[config.mk]
export PLATFORM = sky130hd
export DESIGN_NAME = servo_reference_enable_ctrl
export DESIGN_NICKNAME = d
export VERILOG_FILES = /design/src/rtl/servo_ctrl_pkg.sv /design/src/rtl/servo_tick_div.sv /design/src/rtl/servo_updown.sv /design/src/rtl/servo_reference_enable_ctrl.sv
export SDC_FILE = /design/constraint.sdc
export NUM_CORES = 1
export LEC_CHECK = 0
export ABC_AREA = 1
export BUFFER_PORTS_ARGS = -buffer_cell sky130_fd_sc_hd__buf_2
export CORE_AREA = 10 10 109 111
export CTS_CLUSTER_DIAMETER = 80
export DETAILED_ROUTE_END_ITERATION = 10
export DIE_AREA = 0 0 119 121
export PLACE_DENSITY = 0.84
export REMOVE_ABC_BUFFERS = 1
export SLEW_MARGIN = 20
export SYNTH_ARGS = -nofsm -noshare
export SYNTH_HDL_FRONTEND = slang
export SYNTH_SLANG_ARGS = --single-unit
[constraint.sdc]
create_clock -name CORE_CLK -period 7.7 [get_ports CORE_CLK]
set_input_delay 0.77 -clock CORE_CLK [delete_from_list [all_inputs] [get_ports CORE_CLK]]
set_output_delay 0.77 -clock CORE_CLK [all_outputs]
set_load 0.05 [all_outputs]
[src/rtl/servo_ctrl_pkg.sv]
// package: register map, field positions, reset values and timing for the servo/enable block
`default_nettype none
package servo_ctrl_pkg;
  // ---------------------------------------------------------------
  // register byte addresses (one aligned word each)
  // ---------------------------------------------------------------
  localparam logic [7:0] ADDR_ENABLE = 8'h14;    // load command bit and software enable
  localparam logic [7:0] ADDR_SERVO_CFG = 8'h24; // divider select and discharge select
  localparam logic [7:0] ADDR_VTGT_HI = 8'h28;   // upper eight voltage target bits
  localparam logic [7:0] ADDR_VTGT_LO = 8'h2c;   // lower three voltage target bits
  localparam logic [7:0] ADDR_CURRENT_LIMIT_PIN_CODE = 8'h30; // current limit code
  localparam logic [7:0] ADDR_VREF_NOW = 8'h40;  // status: live voltage counter
  localparam logic [7:0] ADDR_IREF_NOW = 8'h44;  // status: live current counter
  localparam logic [7:0] ADDR_STATUS = 8'h48;    // status: enable, discharge, good, ramping
  // ---------------------------------------------------------------
  // field positions
  // ---------------------------------------------------------------
  localparam int EN_SW_BIT = 0;
  localparam int LOAD_BIT = 1;
  localparam int DIS_SEL_BIT = 4;
  localparam int DIV_LSB = 6;
  localparam int VLO_WIDTH = 3;
  localparam int VHI_WIDTH = 8;
  localparam int ST_EN_BIT = 0;
  localparam int ST_DIS_BIT = 1;
  localparam int ST_PG_BIT = 2;
  localparam int ST_VRAMP_BIT = 3;
  localparam int ST_IRAMP_BIT = 4;
  localparam int ST_BUSY_BIT = 5;
  // ---------------------------------------------------------------
  // codes and reset values
  // ---------------------------------------------------------------
  localparam logic [10:0] VCODE_MAX = 11'h780; // codes above this are clamped
  localparam logic [10:0] VCODE_MIN = 11'h0f0; // below this the output is under 3 V
  localparam logic [7:0] RST_VTGT_HI = 8'h00;
  localparam logic [2:0] RST_VTGT_LO = 3'h0;
  localparam logic [7:0] RST_CURRENT_LIMIT_PIN = 8'h00;
  localparam logic [1:0] RST_DIV = 2'h0;
  // divide ratios per select code, increasing
  localparam logic [7:0] DIV_RATIO0 = 8'h02;
  localparam logic [7:0] DIV_RATIO1 = 8'h04;
  localparam logic [7:0] DIV_RATIO2 = 8'h08;
  localparam logic [7:0] DIV_RATIO3 = 8'h10;
  // ---------------------------------------------------------------
  // timing
  // ---------------------------------------------------------------
  localparam int CLK_PERIOD_NS = 4;
  localparam int SERVO_MASTER_NS = 40; // servo master clock period
  localparam int SERVO_MASTER_CYC = (SERVO_MASTER_NS + CLK_PERIOD_NS - 1) / CLK_PERIOD_NS;
  localparam int SYNC_STAGES = 3;
endpackage
`default_nettype wire

[src/rtl/servo_tick_div.sv]
// servo clock divider: master tick then a selectable divide ratio
`default_nettype none
module servo_tick_div #(
  parameter int MASTER_CYC = servo_ctrl_pkg::SERVO_MASTER_CYC
) (
  input wire logic clk,
  input wire logic rst_n,
  input wire logic [1:0] div_sel,
  output logic tick
);
  initial
  begin
    if (MASTER_CYC < 1 || MASTER_CYC > 255)
      $error("servo_tick_div: MASTER_CYC out of range");
  end
  // ---------------------------------------------------------------
  // master prescaler
  // ---------------------------------------------------------------
  localparam logic [7:0] MASTER_LAST = 8'(MASTER_CYC - 1);
  logic [7:0] pre_reg; // master prescale count
  logic [7:0] div_reg; // ratio count
  wire master_tick = (pre_reg == MASTER_LAST);
  // ratio lookup, the code wins a slower or faster ramp
  wire [7:0] ratio = (div_sel == 2'h0) ? servo_ctrl_pkg::DIV_RATIO0 :
                     (div_sel == 2'h1) ? servo_ctrl_pkg::DIV_RATIO1 :
                     (div_sel == 2'h2) ? servo_ctrl_pkg::DIV_RATIO2 :
                     servo_ctrl_pkg::DIV_RATIO3;
  // >= guards a ratio lowered while the count is high
  wire div_wrap = master_tick && (div_reg >= ratio - 8'h01);
  // prescaler and divider counts
  always_ff @(posedge clk or negedge rst_n)
  begin
    if (!rst_n)
    begin
      pre_reg <= 8'h00;
      div_reg <= 8'h00;
    end
    else
    begin
      pre_reg <= master_tick ? 8'h00 : pre_reg + 8'h01;
      if (div_wrap)
        div_reg <= 8'h00;
      else if (master_tick)
        div_reg <= div_reg + 8'h01;
    end
  end
  assign tick = div_wrap;
endmodule
`default_nettype wire

[src/rtl/servo_updown.sv]
// up/down counter that steps one code per tick toward its target
`default_nettype none
module servo_updown #(
  parameter int W = 8
) (
  input wire logic clk,
  input wire logic rst_n,
  input wire logic hold_zero,
  input wire logic tick,
  input wire logic [W-1:0] target,
  output logic [W-1:0] count,
  output logic equal
);
  initial
  begin
    if (W < 1)
      $error("servo_updown: W must be positive");
  end
  logic [W-1:0] count_reg; // live reference code
  // comparator
  wire up = target > count_reg;
  assign equal = (target == count_reg);
  // step once per tick, hold when equal, cleared while held
  always_ff @(posedge clk or negedge rst_n)
  begin
    if (!rst_n)
      count_reg <= '0;
    else if (hold_zero)
      count_reg <= '0;
    else if (tick && !equal)
      count_reg <= up ? count_reg + 1'b1 : count_reg - 1'b1;
  end
  assign count = count_reg;
  a_step_one: assert property (@(posedge clk) disable iff (!rst_n)
    !hold_zero && $past(!hold_zero) && $past(tick) && $past(!equal) |->
    (count == $past(count) + 1'b1) || (count == $past(count) - 1'b1))
    else $error("servo counter did not move by one");
  a_hold_eq: assert property (@(posedge clk) disable iff (!rst_n)
    $past(equal) && $past(!hold_zero) && !hold_zero |-> $stable(count))
    else $error("servo counter moved while equal");
endmodule
`default_nettype wire

[src/rtl/servo_reference_enable_ctrl.sv]
// servo reference and enable control for the main step-down regulator
// ---------------------------------------------------------------
// ---------------------------------------------------------------
`default_nettype none
module servo_reference_enable_ctrl #(
  parameter int MASTER_CYC = servo_ctrl_pkg::SERVO_MASTER_CYC
) (
  input wire logic CORE_CLK,
  input wire logic RSTN,
  // apb slave
  input wire logic PSEL,
  input wire logic PENABLE,
  input wire logic PWRITE,
  input wire logic [7:0] PADDR,
  input wire logic [31:0] PWDATA,
  input wire logic [3:0] PSTRB,
  output logic [31:0] PRDATA,
  output logic PREADY,
  output logic PSLVERR,
  // pins and analog side
  input wire logic ENABLE_PIN,
  input wire logic BIAS_READY,
  input wire logic OUTPUT_AT_TARGET,
  output logic INTERNAL_ENABLE,
  output logic SWITCH_ENABLE,
  output logic DISCHARGE_RESISTOR,
  output logic [10:0] VOLTAGE_DAC_OUTPUT,
  output logic [7:0] CURRENT_REF_CONVERTER,
  output logic POWER_GOOD,
  output logic BELOW_MIN_CODE
);
  // ---------------------------------------------------------------
  // register state
  // ---------------------------------------------------------------
  // every register below sits behind the asynchronous reset, so the
  // regulator wakes disabled with both references at code zero
  logic [7:0] vtgt_hi_reg; // upper voltage target bits
  logic [2:0] vtgt_lo_reg; // lower voltage target bits
  logic [10:0] vactive_reg; // target adopted at last load
  logic [7:0] current_limit_pin_reg; // current limit code
  logic en_sw_reg; // software enable
  logic dis_sel_reg; // discharge select
  logic [1:0] div_reg; // servo divide select
  logic [31:0] prdata_reg; // read data register
  logic [2:0] pin_sync_reg; // enable pin synchroniser
  logic pin_level_reg; // filtered enable pin level
  logic pg_reg; // power good
  logic sw_en_reg; // switching enable
  logic dis_reg; // discharge drive
  // ---------------------------------------------------------------
  // bus decode
  // ---------------------------------------------------------------
  // full eight-bit compare: aliases of a register would hide host
  // address bugs, so anything off the map answers with an error
  wire wr_en = PSEL && PENABLE && PWRITE; // write takes effect in access phase
  wire rd_en = PSEL && PENABLE && !PWRITE;
  wire hit_enable = (PADDR == servo_ctrl_pkg::ADDR_ENABLE);
  wire hit_cfg = (PADDR == servo_ctrl_pkg::ADDR_SERVO_CFG);
  wire hit_vhi = (PADDR == servo_ctrl_pkg::ADDR_VTGT_HI);
  wire hit_vlo = (PADDR == servo_ctrl_pkg::ADDR_VTGT_LO);
  wire hit_current_limit_pin = (PADDR == servo_ctrl_pkg::ADDR_CURRENT_LIMIT_PIN_CODE);
  wire hit_vnow = (PADDR == servo_ctrl_pkg::ADDR_VREF_NOW);
  wire hit_inow = (PADDR == servo_ctrl_pkg::ADDR_IREF_NOW);
  wire hit_stat = (PADDR == servo_ctrl_pkg::ADDR_STATUS);
  wire hit_any = hit_enable | hit_cfg | hit_vhi | hit_vlo | hit_current_limit_pin | hit_vnow |
                 hit_inow | hit_stat;
  wire lane0 = PSTRB[0]; // every field lives in byte lane zero
  wire wr_enable = wr_en && hit_enable && lane0;
  wire wr_cfg = wr_en && hit_cfg && lane0;
  wire wr_vhi = wr_en && hit_vhi && lane0;
  wire wr_vlo = wr_en && hit_vlo && lane0;
  wire wr_current_limit_pin = wr_en && hit_current_limit_pin && lane0;
  // load pulse exists only for the write cycle, so the bit has no storage
  wire load_cmd = wr_enable && PWDATA[servo_ctrl_pkg::LOAD_BIT];
  // ---------------------------------------------------------------
  // target assembly and clamp
  // ---------------------------------------------------------------
  // the halves are only combined here; nothing downstream sees them
  // until a load command copies the clamped word
  wire [10:0] vtgt_raw = {vtgt_hi_reg, vtgt_lo_reg};
  // clamp keeps an over-range code from reaching the reference
  wire [10:0] vtgt_clamped = (vtgt_raw > servo_ctrl_pkg::VCODE_MAX) ?
                             servo_ctrl_pkg::VCODE_MAX : vtgt_raw;
  // ---------------------------------------------------------------
  // enable path
  // ---------------------------------------------------------------
  // the pin is asynchronous, so its level is trusted only after the
  // filter; the software bit is already in this clock domain
  // a change counts once the second and third stages agree
  wire pin_agree = (pin_sync_reg[1] == pin_sync_reg[2]);
  wire pin_level_next = pin_agree ? pin_sync_reg[2] : pin_level_reg;
  // nothing switches until the bias is ready
  wire internal_enable = BIAS_READY && (pin_level_reg || en_sw_reg);
  wire tick; // divided servo tick shared by both channels
  wire [10:0] vcount; // live voltage reference
  wire [7:0] icount; // live current reference
  wire veq; // voltage channel settled
  wire ieq; // current channel settled
  wire sw_en_next = internal_enable;
  wire dis_next = !internal_enable && dis_sel_reg;
  // good only with the ramp done and the analog side in regulation
  wire pg_next = internal_enable && veq && OUTPUT_AT_TARGET;
  // ---------------------------------------------------------------
  // register writes
  // ---------------------------------------------------------------
  // control and target registers
  always_ff @(posedge CORE_CLK or negedge RSTN)
  begin
    if (!RSTN)
    begin
      vtgt_hi_reg <= servo_ctrl_pkg::RST_VTGT_HI;
      vtgt_lo_reg <= servo_ctrl_pkg::RST_VTGT_LO;
      current_limit_pin_reg <= servo_ctrl_pkg::RST_CURRENT_LIMIT_PIN;
      en_sw_reg <= 1'b0;
      dis_sel_reg <= 1'b0;
      div_reg <= servo_ctrl_pkg::RST_DIV;
    end
    else
    begin
      if (wr_vhi)
        vtgt_hi_reg <= PWDATA[servo_ctrl_pkg::VHI_WIDTH-1:0];
      if (wr_vlo)
        vtgt_lo_reg <= PWDATA[servo_ctrl_pkg::VLO_WIDTH-1:0];
      if (wr_current_limit_pin)
        current_limit_pin_reg <= PWDATA[7:0];
      if (wr_enable)
        en_sw_reg <= PWDATA[servo_ctrl_pkg::EN_SW_BIT];
      if (wr_cfg)
      begin
        dis_sel_reg <= PWDATA[servo_ctrl_pkg::DIS_SEL_BIT];
        div_reg <= PWDATA[servo_ctrl_pkg::DIV_LSB+1:servo_ctrl_pkg::DIV_LSB];
      end
    end
  end
  // active voltage target, moves only on the load command
  always_ff @(posedge CORE_CLK or negedge RSTN)
  begin
    if (!RSTN)
      vactive_reg <= {servo_ctrl_pkg::RST_VTGT_HI, servo_ctrl_pkg::RST_VTGT_LO};
    else if (load_cmd)
      vactive_reg <= vtgt_clamped;
  end
  // ---------------------------------------------------------------
  // pin synchroniser and output flops
  // ---------------------------------------------------------------
  // stage zero feeds only stage one
  always_ff @(posedge CORE_CLK or negedge RSTN)
  begin
    if (!RSTN)
    begin
      pin_sync_reg <= 3'h0;
      pin_level_reg <= 1'b0;
    end
    else
    begin
      pin_sync_reg <= {pin_sync_reg[1:0], ENABLE_PIN};
      pin_level_reg <= pin_level_next;
    end
  end
  // regulator drive outputs
  always_ff @(posedge CORE_CLK or negedge RSTN)
  begin
    if (!RSTN)
    begin
      sw_en_reg <= 1'b0;
      dis_reg <= 1'b0;
      pg_reg <= 1'b0;
    end
    else
    begin
      sw_en_reg <= sw_en_next;
      dis_reg <= dis_next;
      pg_reg <= pg_next;
    end
  end
  // ---------------------------------------------------------------
  // servo channels
  // ---------------------------------------------------------------
  // one divided tick feeds both counters, so a ramp speed change
  // takes effect on both references together
  servo_tick_div #(.MASTER_CYC(MASTER_CYC)) u_div (
    .clk(CORE_CLK),
    .rst_n(RSTN),
    .div_sel(div_reg),
    .tick(tick)
  );
  // voltage channel doubles as soft-start: held at zero until enabled
  servo_updown #(.W(11)) u_vchan (
    .clk(CORE_CLK),
    .rst_n(RSTN),
    .hold_zero(!internal_enable),
    .tick(tick),
    .target(vactive_reg),
    .count(vcount),
    .equal(veq)
  );
  // current channel runs on its own, so both may ramp together
  servo_updown #(.W(8)) u_ichan (
    .clk(CORE_CLK),
    .rst_n(RSTN),
    .hold_zero(1'b0),
    .tick(tick),
    .target(current_limit_pin_reg),
    .count(icount),
    .equal(ieq)
  );
  // ---------------------------------------------------------------
  // read path
  // ---------------------------------------------------------------
  // load bit has no storage and so always reads back as zero
  wire [31:0] rd_status = {26'h0, !(veq && ieq), !ieq, !veq, pg_reg, dis_reg, internal_enable};
  wire [31:0] rd_mux = hit_enable ? {31'h0, en_sw_reg} :
                       hit_cfg ? {24'h0, div_reg, 1'b0, dis_sel_reg, 4'h0} :
                       hit_vhi ? {24'h0, vtgt_hi_reg} :
                       hit_vlo ? {29'h0, vtgt_lo_reg} :
                       hit_current_limit_pin ? {24'h0, current_limit_pin_reg} :
                       hit_vnow ? {21'h0, vcount} :
                       hit_inow ? {24'h0, icount} :
                       hit_stat ? rd_status : 32'h0;
  // read data captured in the setup cycle, stable through access
  always_ff @(posedge CORE_CLK or negedge RSTN)
  begin
    if (!RSTN)
      prdata_reg <= 32'h0;
    else if (PSEL && !PENABLE && !PWRITE)
      prdata_reg <= rd_mux;
  end
  // ---------------------------------------------------------------
  // outputs
  // ---------------------------------------------------------------
  assign PRDATA = prdata_reg;
  assign PREADY = 1'b1; // zero wait states
  assign PSLVERR = PSEL && PENABLE && !hit_any;
  assign INTERNAL_ENABLE = internal_enable;
  assign SWITCH_ENABLE = sw_en_reg;
  assign DISCHARGE_RESISTOR = dis_reg;
  // the analog stage scales by eight, so one code is 12.5 mV out
  assign VOLTAGE_DAC_OUTPUT = vcount;
  // converter adds one step internally: code zero still gives one step
  assign CURRENT_REF_CONVERTER = icount;
  assign POWER_GOOD = pg_reg;
  // low codes are accepted; this flag lets protection act on them
  assign BELOW_MIN_CODE = internal_enable && (vactive_reg < servo_ctrl_pkg::VCODE_MIN);
  // ---------------------------------------------------------------
  // checks
  // ---------------------------------------------------------------
  a_load_only: assert property (@(posedge CORE_CLK) disable iff (!RSTN)
    !$past(load_cmd) |-> $stable(vactive_reg))
    else $error("active target moved without load");
  a_clamp_max: assert property (@(posedge CORE_CLK) disable iff (!RSTN)
    vactive_reg <= servo_ctrl_pkg::VCODE_MAX)
    else $error("active target above maximum");
  a_off_zero: assert property (@(posedge CORE_CLK) disable iff (!RSTN)
    !internal_enable ##1 !internal_enable |-> vcount == 11'h000)
    else $error("voltage counter not held at zero");
  a_sw_follow: assert property (@(posedge CORE_CLK) disable iff (!RSTN)
    !internal_enable |=> !SWITCH_ENABLE)
    else $error("switching while disabled");
  a_dis_on: assert property (@(posedge CORE_CLK) disable iff (!RSTN)
    !internal_enable && dis_sel_reg |=> DISCHARGE_RESISTOR)
    else $error("discharge missing while disabled");
  a_dis_off: assert property (@(posedge CORE_CLK) disable iff (!RSTN)
    !dis_sel_reg || internal_enable |=> !DISCHARGE_RESISTOR)
    else $error("discharge on when not selected");
  a_en_or: assert property (@(posedge CORE_CLK) disable iff (!RSTN)
    BIAS_READY && en_sw_reg |-> INTERNAL_ENABLE)
    else $error("software enable ignored");
  a_pg_cause: assert property (@(posedge CORE_CLK) disable iff (!RSTN)
    POWER_GOOD |-> $past(internal_enable) && $past(veq))
    else $error("power good without settled ramp");
  a_load_apply: assert property (@(posedge CORE_CLK) disable iff (!RSTN)
    load_cmd |=> vactive_reg == $past(vtgt_clamped))
    else $error("load did not adopt target");
  // the pin alone must be enough once the bias is ready
  a_en_pin: assert property (@(posedge CORE_CLK) disable iff (!RSTN)
    BIAS_READY && pin_level_reg |-> INTERNAL_ENABLE)
    else $error("pin enable ignored");
  // no enable of any kind before the bias is ready
  a_en_gate: assert property (@(posedge CORE_CLK) disable iff (!RSTN)
    !BIAS_READY |-> !INTERNAL_ENABLE)
    else $error("enabled before bias ready");
  // an over-range code loads as the maximum
  a_clamp_load: assert property (@(posedge CORE_CLK) disable iff (!RSTN)
    load_cmd && (vtgt_raw > servo_ctrl_pkg::VCODE_MAX) |=>
    vactive_reg == servo_ctrl_pkg::VCODE_MAX)
    else $error("over-range code not clamped");
  // the low-code flag is only raised while enabled
  a_below_en: assert property (@(posedge CORE_CLK) disable iff (!RSTN)
    BELOW_MIN_CODE |-> INTERNAL_ENABLE)
    else $error("low code flag while disabled");
  // filter follows the last stage once the two last stages agree
  a_pin_filter: assert property (@(posedge CORE_CLK) disable iff (!RSTN)
    pin_agree |=> pin_level_reg == $past(pin_sync_reg[2]))
    else $error("pin filter did not follow");
endmodule
`default_nettype wire

==> reports/qor.txt <==
postcts setup bufs: 0
slew of the pin with the lowest slew margin: 0.7869 ns
Critical Path RT: 7.97 ns
number of antenna diodes: 0
outcome: completed
VDD IR max: 0.1298 mV
die width: 119 um
Yosys cell types: 48
hold buffers post-CTS: 0
setup TNS: 0 ns
Final Net Count: 883
htree depth: 3
Syn Area/Cell: 7.869 um2
CTS Buf Count: 9
post-synthesis sequential area ratio: 38.11%
max-cap violations: 0
Post-Place Worst Slack: 4.511 ns
crit path launch type: flop
core area: 0.009639 mm2
I/O Pins: 110
Hold Path Stages: 0
GP Congestion: 0.9408
Routed Antenna Nets: 0
largest net degree at the start of global routing: 88
initial antenna violation count: 0
worst setup margin: 4.466 ns
P&R area growth vs syn: 9.045%
Setup Viol. Count Final: 0
crit end category: flop
path depth of the worst reg2reg path: 15
slowest cell on the critical path: dfrtp_1
row count: 36
clock latency at the later pin of the worst-skew pair: 0.37 ns
fin crit share: 42.00%
Crit path arrival time: 3.50 ns
PortBufs: 60
post-cts gate resize count: 0
All-Layer GR Usage: 19.48%
vias per cell: 5.306
power per cell area: 153.3 mW/mm2
Synth Register Bits: 87
slew margin rel.: 47.54%
first-iteration detailed-routing DRC count: 339
Syn Std Cell Area: 0.005713 mm2
r2r setup slk: 4.47 ns
crit-path max FO: 13
clock root buffer: clkbuf_8
hold path start: pin_sync_reg[0]
first-pass GRT wire length: 23.45 mm
starting density of the core: 59.27%
Final Skew: 0.006358 ns
total wire length: 13.71 mm
vias in the first global route: 5,081
fmax: 0.3092 GHz
layout cells sized above 1: 16.90%
Post-Synthesis Cells: 726
Final Hold Viols: 0
end of the worst hold path: pin_sync_reg[1]
Reg clk slew, reported paths: 0.09 ns
critical path cell sequence: inv_1 -> ha_1 -> nand2_1 -> nor2_1 -> nand3_2 -> nand2_1 -> ha_1 -> a21oi_1 -> nor2_1 -> o21ai_0 -> nand3_1 -> inv_1 -> nand3_1 -> nand3_1 -> nand2_1
worst r2r src: u_vchan.count[2]
total grt overflow: 0
max incr delay on CP: 0.48 ns
die area: 0.01440 mm2
Yosys Warn Count: 0
WL/cell: 14.80 um
r2r endpoint: u_vchan.count[10]
Top delay family on crit path: simple AND/OR/NAND/NOR gates
P_leak: 3.444 nW
Die H: 121 um
clk buf depth: 2
Max Slew Vio Count: 0
HPWL Detailed: 10.86 mm
Pwr Total: 954.8 uW
WP buf/inv: 2
hold crit path type: reg2reg
min cycle time layout: 3.234 ns
TritonRoute pass-1 iters: 5
CTS tree: built
Residual DRC: 0
CTS sink count: 87
Via Count: 4,913
Crit Path Category: reg2reg
RSZ-0062 raised after global routing: false
[per-layer routing]
metal / vias up / GRT usage [%] / routed length, um
met5: - / 0 / 0
met4: 0 / 9.466 / 466
met2: 163 / 33.09 / 6647
li1: 2411 / - / -
met3: 40 / 3.490 / 812
met1: 2299 / 23.40 / 5784
[synth_stat cells, drive strengths merged]
master     n  share of area (%)
nor4       3               0.33
o22ai      5               0.55
nand3b     1               0.13
o21bai     4               0.53
or2        6               0.70
ha        41                9.0
xnor2      5               0.77
o41ai      1               0.28
o2111ai    1               0.15
a21oi     42                3.9
o211ai     3               0.48
nand3     43                4.7
fa         2               0.70
a41o       1               0.18
o21ai     57                5.6
o21a       2               0.26
dfrtp     87                 38
maj3       1               0.18
nor2      62                5.6
conb       2               0.13
inv      120                8.0
nand4      4               0.44
xor2       7                1.1
buf       28                4.1
a21o       2               0.26
nor3       8               0.88
a22oi      1               0.13
nand2    184                 13
a31oi      1               0.11
o31ai      1               0.13
clkbuf     1              0.066
[worst max-delay path by stage]
stage,startpoint,end,slack [ns],depth (start not counted)
global route,u_vchan.count[2],u_vchan.count[10],4.18,15
finish,u_vchan.count[2],u_vchan.count[10],4.47,15
CTS,u_vchan.count[4],u_vchan.count[10],4.49,15
floorplan,BIAS_READY,BELOW_MIN_CODE,3.85,4
detailed placement,u_vchan.count[2],u_vchan.count[10],4.51,15
global placement,u_vchan.count[2],u_vchan.count[6],4.65,12
[cell families (layout without fill, tap and decap cells)]
| kind of cell | after synthesis | count (layout) | share of synthesized area [%] |
|---|---|---|---|
| flops | 87 | 87 | 38.11 |
| buf+inv | 149 | 196 | 12.11 |
| compound gates | 121 | 121 | 12.53 |
| simple gates | 311 | 311 | 25.43 |
| fa+ha+maj | 44 | 44 | 9.855 |
| xor+xnor | 12 | 12 | 1.840 |
| other cells | 2 | 22 | 0.1315 |
[cell type report]
cell class	count	area, um2
fillers	827	3410
multi-input cells	510	2919
flip-flops and latches	87	2177
inverters	120	455.4
repair buffers	60	306.5
well taps	133	166.4
clock buffers	10	137.6
clock inverters	6	67.56
[where the power goes]
part / internal (mW) / switching (mW)
Clock: 0.160 / 0.169
Sequential: 0.465 / 0.00701
Combinational: 0.0375 / 0.117
Total: 0.662 / 0.293
[cell usage in the layout (no fill, tap or decap), types with 3 or more instances in the layout]
cell and instances:
nand2_1 175, inv_1 112, dfrtp_1 87, buf_2 59
nor2_1 48, ha_1 41, a21oi_1 39, nand3_1 37
o21ai_0 30, conb_1 22, o21ai_1 18, clkbuf_8 10
o21ai_2 9, xor2_1 7, nor2_2 7, nand2_2 7
inv_2 6, nor3_1 6, nor2_4 5, xnor2_1 5
o22ai_1 5, o21bai_1 4, or2_2 4, nand4_1 4
nand3_2 3, nor4_1 3, nand3_4 3, a21oi_2 3
[stage by stage]
stage / cells / hold slack [ns] / cell area (um2) / utilization [%]
2_1_floorplan: 717 / 0.3312 / 5552 / -
3_3_place_gp: 910 / 0.3419 / 6021 / 62.46
3_5_place_dp: 910 / 0.3490 / 6021 / 62.46
4_1_cts: 926 / 0.3701 / 6226 / 64.59
5_1_grt: 926 / 0.3753 / 6230 / 64.63
6_report: 926 / 0.3655 / 6230 / 64.63
Power figures use the tool's default switching activity.
